## config.mk

```make
export PLATFORM = sky130hd
export DESIGN_NAME = cem_regs
export DESIGN_NICKNAME = d
export VERILOG_FILES = /design/src/common/cem_pkg.sv /design/src/hw/cem_regs.sv
export SDC_FILE = /design/constraint.sdc
export NUM_CORES = 1
export LEC_CHECK = 0
export ABC_CLOCK_PERIOD_IN_PS = 4400
export BUFFER_PORTS_ARGS = -buffer_cell sky130_fd_sc_hd__buf_2
export CAP_MARGIN = 30
export CORE_AREA = 2 2 73 75
export CTS_BUF_LIST = sky130_fd_sc_hd__clkbuf_4 sky130_fd_sc_hd__clkbuf_8 sky130_fd_sc_hd__clkbuf_16
export CTS_CLUSTER_DIAMETER = 50
export DETAILED_ROUTE_END_ITERATION = 6
export DIE_AREA = 0 0 75 77
export HOLD_SLACK_MARGIN = 0.1
export PLACE_DENSITY = 0.76
export SYNTH_ARGS = -nofsm -noshare
export SYNTH_HDL_FRONTEND = slang
export SYNTH_SLANG_ARGS = --single-unit
```

## constraint.sdc

```tcl
create_clock -name clock_i -period 4.4 [get_ports clock_i]
set_clock_uncertainty 0.15 [all_clocks]
set_input_delay 0.66 -clock clock_i [delete_from_list [all_inputs] [get_ports clock_i]]
set_output_delay 0.66 -clock clock_i [all_outputs]
set_load 0.005 [all_outputs]
```

## src/common/cem_pkg.sv

```systemverilog
/*
  cem_pkg: register map, field layout, reset values and codes of the clock
  source / channel enable and interrupt mask register bank.
  assumes: 32-bit apb data, one aligned word per register.
*/
package cem_pkg;

  // ****************************************
  // register indices (byte address = 4 * index)
  // ****************************************
  localparam logic [7:0]  CEM_IDX_ENABLE  = 8'h04;
  localparam logic [7:0]  CEM_IDX_MASK    = 8'h05;
  localparam logic [7:0]  CEM_IDX_STATUS  = 8'h06;
  localparam logic [7:0]  CEM_IDX_MULEN   = 8'h68;
  localparam int          CEM_ADDR_W      = 10;
  localparam logic [15:0] CEM_ENABLE_RST  = 16'h0000;
  localparam logic [6:0]  CEM_MASK_RST    = 7'h7F;
  localparam int          CEM_NUM_IRQ     = 7;

  // ****************************************
  // enable register field positions
  // ****************************************
  localparam int CEM_F_MCLK_LSB = 8;   // master clock source, 3 bits
  localparam int CEM_F_DIV_LSB  = 6;   // multiplier input divider, 2 bits
  localparam int CEM_F_DSP_LSB  = 3;   // dsp core ratio, 3 bits
  localparam int CEM_F_DAC      = 2;
  localparam int CEM_F_ADCI     = 1;
  localparam int CEM_F_ADCV     = 0;

  // ****************************************
  // field codes
  // ****************************************
  typedef enum logic [2:0] {
    CEM_MCLK_PIN = 3'b000, CEM_MCLK_X1 = 3'b001, CEM_MCLK_X2 = 3'b010,
    CEM_MCLK_X4  = 3'b011, CEM_MCLK_X8 = 3'b100, CEM_MCLK_X16 = 3'b101,
    CEM_MCLK_NONE_A = 3'b110, CEM_MCLK_NONE_B = 3'b111
  } cem_mclk_e;

  typedef struct packed {
    logic       mclk_from_pin;  // master clock taken from the pin
    logic [4:0] mclk_mult;      // multiplier ratio, 0 = no clock
    logic [1:0] mul_in_div;     // divider ratio 1..3, 0 = no clock
    logic [4:0] dsp_ratio;      // dsp core ratio, 0 = no clock
    logic       dac_channel_on;
    logic       current_adc_channel_on;
    logic       voltage_adc_channel_on;
  } cem_clkcfg_s;

endpackage : cem_pkg

```

## src/hw/cem_regs.sv

```systemverilog
/*
  cem_regs: apb slave holding the clock source / channel enable register,
  the interrupt mask register, the interrupt status register and the
  multiplier-enable bits, decoding the clock selections into ratios.
  assumes: one clock, apb master per amba apb3, events are one-cycle pulses.
  assumes: host software sets the multiplier-enable bits before it asks for
  x4, x8 or x16; this block decodes the selection but does not gate it.
*/
// Implementation choice: the APB interface to the registers.
// Function
// - master clock code 000 pin, 001..101 x1..x16, 110/111 no clock
// - input divider code 00 /1, 01 /2, 10 /3, 11 no clock
// - input divider acts only when master clock comes from multiplier
// - dsp ratio 000 x8, 001 x4, 010 x2, 011 x1, 100 x16, else none
// - dac, current adc and voltage adc enable bits: 1 on, 0 off
// - watchdog interrupt blocked while its mask bit is 1
// - outbound data interrupt blocked while its mask bit is 1
// - emergency shutdown interrupt blocked while its mask bit is 1
// - clip and low supply interrupts each blocked by own mask bit
// - over-voltage interrupt blocked while its mask bit is 1
// - power-up interrupt blocked while its mask bit is 1
// - writing one to status bits 6:0 clears them
// - status bits: 6 wdog, 5 outbound, 4 shutdown, 3 clip, 2 low, 1 ovp, 0 pwrup
`timescale 1ns/1ps
module cem_regs
  import cem_pkg::*;
(
  input  wire logic                   clock_i,
  input  wire logic                   nrst_i,
  input  wire logic                   psel_i,
  input  wire logic                   penable_i,
  input  wire logic                   pwrite_i,
  input  wire logic [CEM_ADDR_W-1:0]  paddr_i,
  input  wire logic [31:0]            pwdata_i,
  input  wire logic [3:0]             pstrb_i,
  output logic      [31:0]            prdata_o,
  output logic                        pready_o,
  output logic                        pslverr_o,
  input  wire logic [CEM_NUM_IRQ-1:0] event_i,
  output logic                        irq_o,
  output cem_clkcfg_s                 clkcfg_o
);

  // ****************************************
  // elaboration checks
  // ****************************************
  // the decode takes an 8-bit index out of a 10-bit byte address
  if (CEM_ADDR_W != 10) begin : g_chk_addr
    $error("byte address must be 10 bits wide");
  end
  // status, mask and read mux are laid out for seven sources
  if (CEM_NUM_IRQ != 7) begin : g_chk_irq
    $error("interrupt source count must be 7");
  end
  // clock fields must stay inside the 16-bit register and apart
  if ((CEM_F_MCLK_LSB + 3 > 16) || (CEM_F_DIV_LSB + 2 > CEM_F_MCLK_LSB) ||
      (CEM_F_DSP_LSB + 3 > CEM_F_DIV_LSB)) begin : g_chk_fld
    $error("clock fields overlap or leave the register");
  end
  // channel bits sit below the dsp ratio field
  if ((CEM_F_DAC >= CEM_F_DSP_LSB) || (CEM_F_ADCI >= CEM_F_DAC) || (CEM_F_ADCV >= CEM_F_ADCI)) begin : g_chk_chan
    $error("channel enable bits overlap the clock fields");
  end

  // ****************************************
  // apb decode
  // ****************************************
  // register state and next values
  logic [15:0]            enable_r;
  logic [CEM_NUM_IRQ-1:0] mask_r;
  logic [CEM_NUM_IRQ-1:0] status_r;
  logic [3:0]             mulen_r;
  logic [CEM_NUM_IRQ-1:0] status_nxt;
  logic [31:0]            rdata_nxt;
  logic [15:0]            wr16;

  // access phase strobes
  wire       access  = psel_i & penable_i;
  wire       wr_en   = access & pwrite_i;
  wire       aligned = (paddr_i[1:0] == 2'b00);
  // register selects; unaligned bytes never hit
  wire [7:0] idx     = paddr_i[CEM_ADDR_W-1:2];
  wire       hit_en  = aligned & (idx == CEM_IDX_ENABLE);
  wire       hit_msk = aligned & (idx == CEM_IDX_MASK);
  wire       hit_st  = aligned & (idx == CEM_IDX_STATUS);
  wire       hit_mul = aligned & (idx == CEM_IDX_MULEN);
  wire       mapped  = hit_en | hit_msk | hit_st | hit_mul;

  // zero-wait slave; unmapped address answers with an error
  assign pready_o  = 1'b1;
  assign pslverr_o = access & ~mapped;

  // byte lanes merged into the current 16-bit value
  always_comb begin
    wr16 = enable_r;
    if (hit_msk) begin
      wr16 = {9'h00, mask_r};
    end else if (hit_mul) begin
      wr16 = {12'h000, mulen_r};
    end
    if (pstrb_i[0]) begin
      wr16[7:0] = pwdata_i[7:0];
    end
    if (pstrb_i[1]) begin
      wr16[15:8] = pwdata_i[15:8];
    end
  end

  // read mux, upper bits read as zero
  always_comb begin
    rdata_nxt = 32'h0000_0000;
    if (hit_en) begin
      rdata_nxt = {16'h0000, enable_r};
    end else if (hit_msk) begin
      rdata_nxt = {25'h00_0000, mask_r};
    end else if (hit_st) begin
      rdata_nxt = {25'h00_0000, status_r};
    end else if (hit_mul) begin
      rdata_nxt = {28'h000_0000, mulen_r};
    end
  end
  // combinational read keeps zero wait states; data stands whenever the address hits, access or not
  assign prdata_o = rdata_nxt;

  // ****************************************
  // registers
  // ****************************************
  // write takes effect only on the access edge
  always_ff @(posedge clock_i or negedge nrst_i) begin
    if (!nrst_i) begin
      enable_r <= CEM_ENABLE_RST;
      mask_r   <= CEM_MASK_RST;
      mulen_r  <= 4'h0;
    end else if (wr_en) begin
      if (hit_en) begin
        enable_r <= wr16;
      end
      if (hit_msk) begin
        mask_r <= wr16[CEM_NUM_IRQ-1:0];
      end
      if (hit_mul) begin
        mulen_r <= wr16[3:0];
      end
    end
  end

  // ****************************************
  // interrupt status and output
  // ****************************************
  // status: a new event wins over a write-one clear in the same cycle,
  // so a source firing while software clears it is never lost
  wire clr_en = wr_en & hit_st & pstrb_i[0];
  generate
    for (genvar g = 0; g < CEM_NUM_IRQ; g++) begin : g_stat
      // masking does not stop recording
      assign status_nxt[g] = event_i[g] | (status_r[g] & ~(clr_en & pwdata_i[g]));
    end
  endgenerate

  // status clears only on reset or by write-one; no read side effect
  always_ff @(posedge clock_i or negedge nrst_i) begin
    if (!nrst_i) begin
      status_r <= '0;
    end else begin
      status_r <= status_nxt;
    end
  end

  // blocked sources never reach the output
  // level taken from flops only, so event pulses cannot glitch it
  assign irq_o = |(status_r & ~mask_r);

  // ****************************************
  // clock selection decode
  // ****************************************
  // raw field codes straight from the enable register
  wire [2:0] mclk_code = enable_r[CEM_F_MCLK_LSB +: 3];
  wire [1:0] div_code  = enable_r[CEM_F_DIV_LSB +: 2];
  wire [2:0] dsp_code  = enable_r[CEM_F_DSP_LSB +: 3];
  // decoded ratios, 0 means no clock
  logic [4:0] mult_w;
  logic [4:0] dsp_w;
  logic [1:0] div_w;

  // master clock source
  always_comb begin
    case (cem_mclk_e'(mclk_code))
      CEM_MCLK_X1:  mult_w = 5'h01;
      CEM_MCLK_X2:  mult_w = 5'h02;
      CEM_MCLK_X4:  mult_w = 5'h04;
      CEM_MCLK_X8:  mult_w = 5'h08;
      CEM_MCLK_X16: mult_w = 5'h10;
      default:      mult_w = 5'h00;
    endcase
  end

  // divider only matters in front of the multiplier
  always_comb begin
    div_w = 2'h0;
    if (mult_w != 5'h00) begin
      case (div_code)
        2'b00:   div_w = 2'h1;
        2'b01:   div_w = 2'h2;
        2'b10:   div_w = 2'h3;
        default: div_w = 2'h0;
      endcase
    end
  end

  // dsp core ratio
  always_comb begin
    case (dsp_code)
      3'b000:  dsp_w = 5'h08;
      3'b001:  dsp_w = 5'h04;
      3'b010:  dsp_w = 5'h02;
      3'b011:  dsp_w = 5'h01;
      3'b100:  dsp_w = 5'h10;
      default: dsp_w = 5'h00;
    endcase
  end

  // ****************************************
  // clock selection outputs
  // ****************************************
  // x4/x8/x16 trust software to have set mulen first (no hardware gate);
  // a gate here would hide a software slip instead of showing it
  wire mclk_pin_w = (mclk_code == CEM_MCLK_PIN);
  assign clkcfg_o = '{
    mclk_from_pin:          mclk_pin_w,
    mclk_mult:              mult_w,
    mul_in_div:             div_w,
    dsp_ratio:              dsp_w,
    dac_channel_on:         enable_r[CEM_F_DAC],
    current_adc_channel_on: enable_r[CEM_F_ADCI],
    voltage_adc_channel_on: enable_r[CEM_F_ADCV]
  };

  // ****************************************
  // assertions
  // ****************************************
  // output, status, enable write and clock decode
  AST_IRQ_MASKED: assert property (@(posedge clock_i) disable iff (!nrst_i)
    (status_r & ~mask_r) == '0 |-> !irq_o)
    else $error("irq high with nothing unmasked");
  AST_IRQ_RAISE: assert property (@(posedge clock_i) disable iff (!nrst_i)
    event_i[0] && !mask_r[0] && !(wr_en && hit_msk) |=> irq_o)
    else $error("unmasked power-up event gave no irq");
  AST_WDOG: assert property (@(posedge clock_i) disable iff (!nrst_i)
    event_i[6] |=> status_r[6])
    else $error("watchdog event not recorded");
  AST_CLR: assert property (@(posedge clock_i) disable iff (!nrst_i)
    clr_en && pwdata_i[3] && !event_i[3] |=> !status_r[3])
    else $error("clip clear failed");
  AST_HOLD: assert property (@(posedge clock_i) disable iff (!nrst_i)
    status_r[2] && !clr_en |=> status_r[2])
    else $error("low supply status lost");
  AST_ENWR: assert property (@(posedge clock_i) disable iff (!nrst_i)
    wr_en && hit_en && pstrb_i == 4'hF |=> enable_r == $past(pwdata_i[15:0]))
    else $error("enable write lost");
  AST_DIV: assert property (@(posedge clock_i) disable iff (!nrst_i)
    mclk_code == 3'b000 |-> div_w == 2'h0)
    else $error("divider active on pin clock");
  AST_DSP: assert property (@(posedge clock_i) disable iff (!nrst_i)
    dsp_code == 3'b100 |-> dsp_w == 5'h10)
    else $error("dsp x16 decode wrong");
  AST_MCLK: assert property (@(posedge clock_i) disable iff (!nrst_i)
    mclk_code[2:1] == 2'b11 |-> mult_w == 5'h00)
    else $error("no-clock code gave a clock");
  AST_OVP: assert property (@(posedge clock_i) disable iff (!nrst_i)
    mask_r[1] && status_r[1] && (status_r & ~mask_r) == '0 |-> !irq_o)
    else $error("ovp leaked");
  // further register writes, refused writes and decode corners
  AST_MASK_WR: assert property (@(posedge clock_i) disable iff (!nrst_i)
    wr_en && hit_msk && pstrb_i[0] |=> mask_r == $past(pwdata_i[CEM_NUM_IRQ-1:0]))
    else $error("mask write lost");
  AST_MULEN_WR: assert property (@(posedge clock_i) disable iff (!nrst_i)
    wr_en && hit_mul && pstrb_i[0] |=> mulen_r == $past(pwdata_i[3:0]))
    else $error("multiplier enable write lost");
  AST_BAD_WR: assert property (@(posedge clock_i) disable iff (!nrst_i)
    wr_en && !mapped |=> $stable(enable_r) && $stable(mask_r) && $stable(mulen_r))
    else $error("refused write changed a register");
  AST_CH_WR: assert property (@(posedge clock_i) disable iff (!nrst_i)
    wr_en && hit_en && pstrb_i[0] |=> clkcfg_o.dac_channel_on == $past(pwdata_i[CEM_F_DAC]))
    else $error("dac channel enable did not follow write");
  AST_PIN_FLAG: assert property (@(posedge clock_i) disable iff (!nrst_i)
    clkcfg_o.mclk_from_pin |-> clkcfg_o.mclk_mult == 5'h00 && clkcfg_o.mul_in_div == 2'h0)
    else $error("pin clock reported a multiplier path");
  AST_DIV_PASS: assert property (@(posedge clock_i) disable iff (!nrst_i)
    mult_w != 5'h00 && div_code == 2'b10 |-> div_w == 2'h3)
    else $error("divide by three decode wrong");
  AST_NOCLK_DSP: assert property (@(posedge clock_i) disable iff (!nrst_i)
    dsp_code[2] && dsp_code[1:0] != 2'b00 |-> dsp_w == 5'h00)
    else $error("dsp no-clock code gave a clock");

  // per source: own mask bit decides, set beats clear, nothing appears unasked
  generate
    for (genvar s = 0; s < CEM_NUM_IRQ; s++) begin : g_src_chk
      AST_SRC_PASS: assert property (@(posedge clock_i) disable iff (!nrst_i)
        event_i[s] && !mask_r[s] && !(wr_en && hit_msk) |=> irq_o)
        else $error("unblocked source gave no irq");
      AST_SRC_BLOCK: assert property (@(posedge clock_i) disable iff (!nrst_i)
        $onehot(event_i) && event_i[s] && mask_r[s] && (status_r & ~mask_r) == '0 &&
        !(wr_en && hit_msk) |=> !irq_o)
        else $error("blocked source reached irq");
      AST_SET_WINS: assert property (@(posedge clock_i) disable iff (!nrst_i)
        clr_en && pwdata_i[s] && event_i[s] |=> status_r[s])
        else $error("event lost to a clear in the same cycle");
      AST_NO_SPUR: assert property (@(posedge clock_i) disable iff (!nrst_i)
        !status_r[s] && !event_i[s] |=> !status_r[s])
        else $error("status bit set with no event");
    end
  endgenerate

  // ****************************************
  // cover points
  // ****************************************
  COV_IRQ:   cover property (@(posedge clock_i) disable iff (!nrst_i) event_i[5] && !mask_r[5] ##1 irq_o);
  COV_RACE:  cover property (@(posedge clock_i) disable iff (!nrst_i) clr_en && pwdata_i[4] && event_i[4]);
  COV_X16:   cover property (@(posedge clock_i) disable iff (!nrst_i) mult_w == 5'h10);
  COV_ERR:   cover property (@(posedge clock_i) disable iff (!nrst_i) pslverr_o);
  COV_MASKED: cover property (@(posedge clock_i) disable iff (!nrst_i)
    event_i[6] && mask_r[6] ##1 status_r[6] && !irq_o);

endmodule : cem_regs

```

==> results.yml, run 1 <==
critical_path:
  critPathArrivalTime_ns: 1.98
  worstSetupPathType: "primary input to primary output"
  path_delay_family: "simple AND/OR/NAND/NOR gates"
  critPathLaunchType: "primary input"
  cp_cell_sequence: "buf_2, nor3_1, and3_2, a222oi_1, inv_1, buf_2"
  worst_path_max_delay_cell: "and3_2"
  worst-path-buf-inv: 3
  crit_required_ns: 3.59
  path_max_fanout: 17
  worstSetupEndpointType: "primary output"
  slowest_delay_ns: 0.44
  cpMostUsedCell: "buf_2"
floorplanning:
  dieHeight_um: 77
  fp-row-count: 26
  die_w_um: 75
  die_area_um2: 5780
  core_um2: 4980
  initial_utilization: 0.434
  io_pins: 109
timing:
  finalCritPeriodShare: 0.635
  max_freq_ghz: 0.358
  slew_headroom: 0.510
  holdWs_ns: 0.286
  hold_violations: 0
  rsz0062_at_grt: "no"
  fin_setup_tns_ns: 0
  worst_pin_slew_ns: 0.736
  finalMaxSlewViolations: 0
  min_period_ns: 2.79
  setup_viol: 0
synthesis:
  synthFlopType: "dfrtp_1"
  synth.yosys.seq_area_share: 0.398
  synth_cells: 229
  async_flop_share: 1.00
  syn_area_per_cell_um2: 9.44
  ys_ff_latch: 34
  yosysWarningCount: 0
  synthDistinctLibCells: 44
  syn-cell-area_um2: 2160
  synth-edff-count: 0
finish:
  final_common_cell: "buf_2"
  area_delta_synth_final_pct: 20.0
  final_cell_mix: "buf_2 (73), nand2_1 (29), dfrtp_1 (27), conb_1 (17), mux2_2 (16)"
  design_area_um2: 2590
  seqCellArea_um2: 860
  utilization: 0.521
  multiInputGateArea_um2: 1120
  drive_above_1_share: 0.397
  fin_nets: 356
  n_fill_cell: 498
  antenna_cells: 0
place:
  placed_area_um2: 2480
  portBuffers: 73
  dpl.hpwl_mm: 3.86
  place.gp.congestion: 0.915
global_routing:
  antenna_found_initial: 0
  grt_pass1_wl_mm: 8.09
  grt_max_degree: 35
  grt-ovfl-total: 0
  grt_pass1_vias: 1766
  grtUsageTotal: 0.179
drt:
  drt_pass1_iterations: 4
  avgViaCountPerCell: 4.94
  route.detailed.drc: 0
  num_vias: 1813
  drtIter0Drc: 51
  ant_nets: 0
  routedWlPerCell_um: 13.3
  wl_mm: 4.87
pwr:
  vdd_ir_drop_max_v: 0.000166
  cellLeakagePower_nw: 1.32
  netSwitchingPower_mw: 0.138
  switching_share: 0.211
  p_int_mw: 0.516
  pwr-share-clk: 0.442
  power_frac_seq: 0.482
  p_comb_frac: 0.076
  power.density_nw_per_um2: 252
cts:
  clock_path_buffers: 2
  h-tree-depth: 2
  cts_setup_buffers: 0
  cts_hold_buf: 0
  cts_tree: "yes"
  cts_root_buf: "clkbuf_8"
  cts_buffers: 5
  clkSinkCount: 34
  clock_latency_ns: 0.28
  cts_resized: 0
  cts.clk_slew.worst_paths_ns: 0.07
flow_run:
  drv_cap: 0
hold_path:
  hold_path.class: "primary input to asynchronous set/reset pin"
run_status:
  outcome: "finished clean"
metal layers:
| metal | global-route usage | vias up | share of wire |
|---|---|---|---|
| met5 | 0 | - | 0 |
| met1 | 0.228 | 854 | 0.44 |
| met2 | 0.302 | 56 | 0.50 |
| li1 | - | 899 | - |
| met3 | 0.0342 | 4 | 0.051 |
| met4 | 0.0571 | 0 | 0.0090 |
worst reg2reg max path, delay by kind of cell, from the launching register on:
family / cells / cell delay (ns)
AOI/OAI and AO/OA: 4 / 0.63
DFF: 1 / 0.48
synthesized netlist by cell type (all sizes together), types with 2 or more instances:
master | number | area share
inv | 14 | 0.024
and2 | 11 | 0.032
a21oi | 12 | 0.028
conb | 2 | 0.0035
nand2 | 33 | 0.064
dfrtp | 27 | 0.31
a31oi | 2 | 0.0058
buf | 24 | 0.081
nand4 | 2 | 0.0058
o221a | 3 | 0.016
nor2 | 10 | 0.021
o22a | 6 | 0.024
o31a | 2 | 0.0081
and3 | 2 | 0.0064
a222oi | 4 | 0.019
and3b | 2 | 0.0081
clkbuf | 4 | 0.0069
a21o | 9 | 0.031
mux2 | 17 | 0.089
ha | 2 | 0.012
nor2b | 2 | 0.0058
nor3 | 6 | 0.021
nor3b | 6 | 0.021
dfstp | 7 | 0.085
a22o | 2 | 0.0081
o21ai | 7 | 0.016
nand3 | 2 | 0.0046
cells by family (layout without fill, tap and decap cells):
logic type      count (synthesis)  after routing  share of synthesized area
mux                            17             17                     0.0885
other cells                     2             17                    0.00347
fa+ha+maj                       2              2                     0.0116
compound gates                 50             50                      0.166
buf+inv                        42             95                      0.112
simple gates                   82             82                      0.220
flops                          34             34                      0.398
per-stage QoR:
| stage | total power [mW] | setup slack (ns) | instances |
|---|---|---|---|
| after detailed placement | 0.371 | 1.63 | 359 |
| after CTS | 0.662 | 1.62 | 367 |
| after floorplan | 0.350 | 1.83 | 244 |
| final | 0.654 | 1.61 | 367 |
| after global placement | 0.370 | 1.62 | 359 |
| after global routing | 0.684 | 1.44 | 367 |
state kept, by name (all words and copies together) (netlist names):
signal,flops
enable_r,16
mask_r,7
mulen_r,4
status_r,7
path summary, 6_finish.rpt:
path / start / to / slack (ns) / cells after the start
setup / recovery: paddr_i[2] / prdata_o[4] / 1.61 / 6
hold / removal: nrst_i / enable_r[5] / 0.29 / 1
setup reg to reg: enable_r[3] / mulen_r[3] / 2.99 / 4
hold reg to reg: enable_r[13] / enable_r[13] / 0.35 / 1
max in group asynchronous: nrst_i / enable_r[11] / 3.34 / 1
min in group clock_i: enable_r[13] / enable_r[13] / 0.35 / 1
layout make-up:
type                       count  area share
clock buffer                   7      0.0323
clock inverter                 1      0.0116
inverter                      14      0.0203
multi-input combinational    168       0.430
sequential                    34       0.331
tap                           70      0.0338
timing repair buffer          73       0.141
power by group through the flow:
stage	registers (mW)	clock network (mW)	logic, mW
global placement	0.321	0	0.0492
detailed placement	0.321	0	0.0501
global route	0.315	0.311	0.0573
finish	0.315	0.289	0.0498
CTS	0.315	0.297	0.0502
floorplan	0.320	0	0.0293
(Power assumes the default switching activity.)
==> run 2, diff against run 1 <==
==> config.mk (replaced) <==
export PLATFORM = sky130hd
export DESIGN_NAME = cem_regs
export DESIGN_NICKNAME = d
export VERILOG_FILES = /design/src/common/cem_pkg.sv /design/src/hw/cem_regs.sv
export SDC_FILE = /design/constraint.sdc
export NUM_CORES = 1
export LEC_CHECK = 0
export ABC_AREA = 1
export ABC_CLOCK_PERIOD_IN_PS = 2400
export BUFFER_PORTS_ARGS = -buffer_cell sky130_fd_sc_hd__buf_2
export CAP_MARGIN = 30
export CORE_AREA = 2 2 78 80
export CTS_BUF_LIST = sky130_fd_sc_hd__clkbuf_4 sky130_fd_sc_hd__clkbuf_8 sky130_fd_sc_hd__clkbuf_16
export CTS_CLUSTER_DIAMETER = 50
export DETAILED_ROUTE_END_ITERATION = 6
export DIE_AREA = 0 0 80 82
export HOLD_SLACK_MARGIN = 0.1
export PLACE_DENSITY = 0.75
export SYNTH_ARGS = -nofsm -noshare
export SYNTH_HDL_FRONTEND = slang
export SYNTH_SLANG_ARGS = --single-unit
==> constraint.sdc (replaced) <==
create_clock -name clock_i -period 2.4 [get_ports clock_i]
set_clock_uncertainty 0.15 [all_clocks]
set_input_delay 0.36 -clock clock_i [delete_from_list [all_inputs] [get_ports clock_i]]
set_output_delay 0.36 -clock clock_i [all_outputs]
set_load 0.005 [all_outputs]
==> results.yml, run 2 <==
run_status:
  outcome: "finished clean"
drt:
  drt_pass1_iterations: 5
  wl_mm: 5.89
  avgViaCountPerCell: 4.81
  drtIter0Drc: 147
  routedWlPerCell_um: 11.7
  num_vias: 2423
  route.detailed.drc: 0
  ant_nets: 0
timing:
  fin_setup_tns_ns: 0
  max_freq_ghz: 0.464
  finalMaxSlewViolations: 0
  min_period_ns: 2.15
  setup_viol: 0
  finalCritPeriodShare: 0.897
  slew_headroom: 0.501
  hold_violations: 0
  rsz0062_at_grt: "no"
  worst_pin_slew_ns: 0.749
synthesis:
  synth_top_area_cell: "dfrtp_1"
  synth-edff-count: 0
  synthDistinctLibCells: 30
  syn-cell-area_um2: 2410
  async_flop_share: 1.00
  ys_ff_latch: 34
  synth_top_area_frac: 0.280
  synth.yosys.seq_area_share: 0.356
  synth_cells: 356
  yosysMostFrequentCell: "nand2_1"
  synthFlopType: "dfrtp_1"
  synth_common_cells: "nand2_1 (117), nand3_1 (51), inv_1 (46), dfrtp_1 (27), nor2_1 (26)"
  yosysWarningCount: 0
  synth_area_leaders: "dfrtp_1 (28%), nand2_1 (18%), nand3_1 (11%)"
  syn_area_per_cell_um2: 6.78
critical_path:
  worstSetupPathType: "primary input to primary output"
  critPathLaunchType: "primary input"
  critPathArrivalTime_ns: 1.64
  worstSetupEndpointType: "primary output"
  path_max_fanout: 12
  crit_required_ns: 1.89
finish:
  fin_cells: 504
  reg_top3: "enable_r x16, mask_r x7, status_r x7"
  top_register: "enable_r"
  antenna_cells: 0
  drive_above_1_share: 0.263
  area_delta_synth_final_pct: 19.3
  fin_nets: 489
  largest_register_ffs: 16
  final_common_cell: "nand2_1"
  utilization: 0.502
  final_cell_mix: "nand2_1 (117), buf_2 (73), nand3_1 (51), inv_1 (46), dfrtp_1 (27)"
place:
  place.gp.congestion: 0.876
  dpl.hpwl_mm: 4.71
  portBuffers: 73
  dp.cells: 496
floorplanning:
  io_pins: 109
  initial_utilization: 0.420
  dieHeight_um: 82
  die_area_um2: 6560
  fp-row-count: 28
  die_w_um: 80
  core_um2: 5750
cts:
  cts_root_buf: "clkbuf_8"
  cts.clk_slew.worst_paths_ns: 0.06
  cts_setup_buffers: 0
  clkSinkCount: 34
  clock_path_buffers: 2
  cts_hold_buf: 1
  cts_buffers: 5
  cts_resized: 0
  cts_tree: "yes"
  clock_latency_ns: 0.28
  h-tree-depth: 2
flow_run:
  drv_cap: 0
pwr:
  vdd_ir_drop_max_v: 0.000330
  power.density_nw_per_um2: 425
  power_mw: 1.23
  cellLeakagePower_nw: 1.66
hold_path:
  hold_path.class: "primary input to flip-flop"
global_routing:
  antenna_found_initial: 0
  grt_max_degree: 35
  grtUsageTotal: 0.184
  grt_pass1_wl_mm: 9.61
  grt_pass1_vias: 2202
  grt-ovfl-total: 0
## run 2: changes by cell type after synthesis, moves of 11 or more
cell / previous run / this run
inv_1: 14 / 46
nand2_1: 29 / 117
nand3_1: 2 / 51
nor2_1: 9 / 26
mux2_2: 16 / 0
and2_1: 11 / 0
## run 2: path summary, 6_finish.rpt
check | startpoint | endpoint | slack [ns] | cells past startpoint
setup / recovery | paddr_i[7] | prdata_o[2] | 0.25 | 8
hold / removal | event_i[0] | status_r[0] | 0.11 | 3
setup reg to reg | mask_r[0] | mulen_r[0] | 1.16 | 6
hold reg to reg | status_r[5] | status_r[5] | 0.32 | 2
max in group asynchronous | nrst_i | status_r[6] | 1.08 | 2
min in group asynchronous | nrst_i | enable_r[11] | 0.53 | 2
## run 2: stage by stage
stage	cell area, µm²	hold slack (ns)	setup slack, ns
floorplan	2470	-0.0856	0.658
global placement	2760	0.303	0.289
detailed placement	2760	0.312	0.263
CTS	2880	0.100	0.265
global route	2880	0.124	0.143
finish	2880	0.106	0.247
## run 2: kinds of logic after synthesis
group / Yosys count / synth area share
AND/OR/NAND/NOR: 228 / 0.431
buffers and inverters: 75 / 0.156
flip-flops: 34 / 0.356
AO/OA/AOI/OAI: 15 / 0.0435
adder cells (fa/ha/maj): 2 / 0.0104
other: 2 / 0.00311
## run 2: area by class of cell
type / instances / area (µm²)
Fill cell: 595 / 2860
Multi-Input combinational cell: 262 / 1230
Sequential cell: 34 / 860
Timing Repair Buffer: 77 / 398
Inverter: 49 / 184
Tap cell: 75 / 93.8
Clock buffer: 6 / 82.6
Clock inverter: 1 / 30.0
## run 2: worst max-delay path, stage by stage
cell and delay [ns]:
buf_2 0.11, nor2_1 0.10, nand3_1 0.20, nor2_4 0.33
nand2_4 0.20, nor2_1 0.16, a21oi_1 0.06, buf_2 0.13
## run 2: power by group
group	internal [mW]	leakage [nW]	switching, mW	total, mW
Sequential	0.575	0.408	0.00142	0.577
Clock	0.332	0.0573	0.199	0.531
Combinational	0.0429	1.20	0.0757	0.119
## run 2: metal layers
metal | track usage | vias to the layer above | routed length [µm]
li1 | - | 1226 | -
met1 | 0.231 | 1117 | 2580
met2 | 0.332 | 76 | 2880
met3 | 0.0319 | 4 | 379
met4 | 0.0407 | 0 | 43
met5 | 0 | - | 0
==> run 3, diff against run 2 <==
--- a/config.mk
+++ b/config.mk
@@ -9,11 +9,11 @@
 export ABC_CLOCK_PERIOD_IN_PS = 2400
 export BUFFER_PORTS_ARGS = -buffer_cell sky130_fd_sc_hd__buf_2
 export CAP_MARGIN = 30
-export CORE_AREA = 2 2 78 80
+export CORE_AREA = 2 2 93 68
 export CTS_BUF_LIST = sky130_fd_sc_hd__clkbuf_4 sky130_fd_sc_hd__clkbuf_8 sky130_fd_sc_hd__clkbuf_16
 export CTS_CLUSTER_DIAMETER = 50
 export DETAILED_ROUTE_END_ITERATION = 6
-export DIE_AREA = 0 0 80 82
+export DIE_AREA = 0 0 95 70
 export HOLD_SLACK_MARGIN = 0.1
 export PLACE_DENSITY = 0.75
 export SYNTH_ARGS = -nofsm -noshare
==> results.yml, run 3 (synthesized netlist as in run 2, its figures left out) <==
cts:
  cts_hold_buf: 1
  clock_path_buffers: 2
  cts_setup_buffers: 0
  cts_resized: 0
  cts_buffers: 5
  clock_latency_ns: 0.28
  cts.clk_slew.worst_paths_ns: 0.07
  cts_root_buf: "clkbuf_8"
  h-tree-depth: 2
  cts_tree: "yes"
  clkSinkCount: 34
timing:
  hold_violations: 0
  rsz0062_at_grt: "no"
  min_period_ns: 2.21
  setup_viol: 0
  finalMaxSlewViolations: 0
  worst_pin_slew_ns: 0.767
  fin_setup_tns_ns: 0
  max_freq_ghz: 0.453
  finalCritPeriodShare: 0.919
  slew_headroom: 0.488
  holdWs_ns: 0.103
hold_path:
  min_to: "status_r[0]"
  hold_path.class: "primary input to flip-flop"
  min_from: "event_i[0]"
  hold_depth: 3
finish:
  drive_above_1_share: 0.265
  n_fill_cell: 610
  final_cell_mix: "nand2_1 (117), buf_2 (73), nand3_1 (51), inv_1 (46), dfrtp_1 (27)"
  antenna_cells: 0
  fin_cells: 508
  fin_nets: 489
  top_register: "enable_r"
  final_common_cell: "nand2_1"
  area_delta_synth_final_pct: 18.8
  seqCellArea_um2: 860
  largest_register_ffs: 16
  reg_top3: "enable_r x16, mask_r x7, status_r x7"
  multiInputGateArea_um2: 1230
critical_path:
  worstSetupEndpointType: "primary output"
  r2r_end: "mulen_r[0]"
  slowest_delay_ns: 0.34
  path_delay_family: "simple AND/OR/NAND/NOR gates"
  cp_cell_sequence: "buf_2, nor2_1, nand3_1, nor2_4, nand2_2, nand3_1, a21oi_1, buf_2"
  crit_required_ns: 1.89
  r2r_cells: 6
  worst-path-buf-inv: 2
  worstSetupPathType: "primary input to primary output"
  worst_path_max_delay_cell: "nor2_4"
  r2r_start: "mask_r[0]"
  path_max_fanout: 11
  critPathLaunchType: "primary input"
  r2r_slack_ns: 1.16
  critPathArrivalTime_ns: 1.70
run_status:
  outcome: "finished clean"
global_routing:
  grt-ovfl-total: 0
  grt_pass1_vias: 2122
  antenna_found_initial: 0
  grt_pass1_wl_mm: 10.1
  grtUsageTotal: 0.192
  grt_max_degree: 35
place:
  dpl.hpwl_mm: 4.86
  portBuffers: 73
  dp.cells: 499
  place.gp.congestion: 0.914
drt:
  route.detailed.drc: 0
  routedWlPerCell_um: 12.1
  dr_wl_met3_um: 655
  ant_nets: 0
  dr.max_layer_used: "met4"
  avgViaCountPerCell: 4.84
  wl_met1_mm: 3.00
  drt_pass1_iterations: 5
  wl_mm: 6.17
  drtIter0Drc: 191
  num_vias: 2460
  wl_met2_mm: 2.49
flow_run:
  drv_cap: 0
floorplanning:
  dieHeight_um: 70
  io_pins: 109
  die_area_um2: 6650
  die_w_um: 95
  fp-row-count: 24
  initial_utilization: 0.408
  core_um2: 5920
pwr:
  power.density_nw_per_um2: 400
  cellLeakagePower_nw: 1.66
  vdd_ir_drop_max_v: 0.000321
-- run 3: changes by cell type in the layout (fill, tap and decap cells not counted) --
cell       before  now
clkinv_2        0    1
clkbuf_4        0    1
bufinv_16       1    0
-- run 3: worst max path at each step --
stage,cells past startpoint,startpoint,to
2_1_floorplan,8,paddr_i[7],prdata_o[2]
3_3_place_gp,8,paddr_i[7],prdata_o[2]
3_5_place_dp,8,paddr_i[7],prdata_o[2]
4_1_cts,8,paddr_i[7],prdata_o[2]
5_1_grt,8,paddr_i[7],prdata_o[2]
6_report,8,paddr_i[7],prdata_o[2]
-- run 3: worst min-delay path, cell delays in order --
cell and delay, ns:
buf_2 0.07, inv_1 0.03, nand2_1 0.05
-- run 3: metrics by stage --
step                total power [mW]  cell area, µm²   util  worst slack [ns]
detailed placement             0.706            2760  0.467             0.223
global route                    1.20            2870  0.485             0.104
finish                          1.15            2870  0.485             0.194
floorplan                      0.663            2470      -             0.658
CTS                             1.16            2870  0.485             0.226
global placement               0.704            2760  0.467             0.253
-- run 3: final cells by class --
class                           count  area share
Tap cell                           78      0.0340
Timing Repair Buffer               77       0.139
Clock inverter                      1     0.00175
Inverter                           49      0.0641
Sequential cell                    34       0.300
Multi-Input combinational cell    262       0.430
Clock buffer                        7      0.0314
-- run 3: per-layer routing --
metal,track usage,up-vias
met2,0.264,111
met1,0.298,1115
met5,0,-
met3,0.0529,4
met4,0.0419,0
li1,-,1230
-- run 3: report_power, final --
group	total, mW	switching, mW	internal, mW
logic	0.120	0.0760	0.0439
registers	0.577	0.00139	0.575
clock network	0.449	0.206	0.243
total	1.15	0.284	0.862
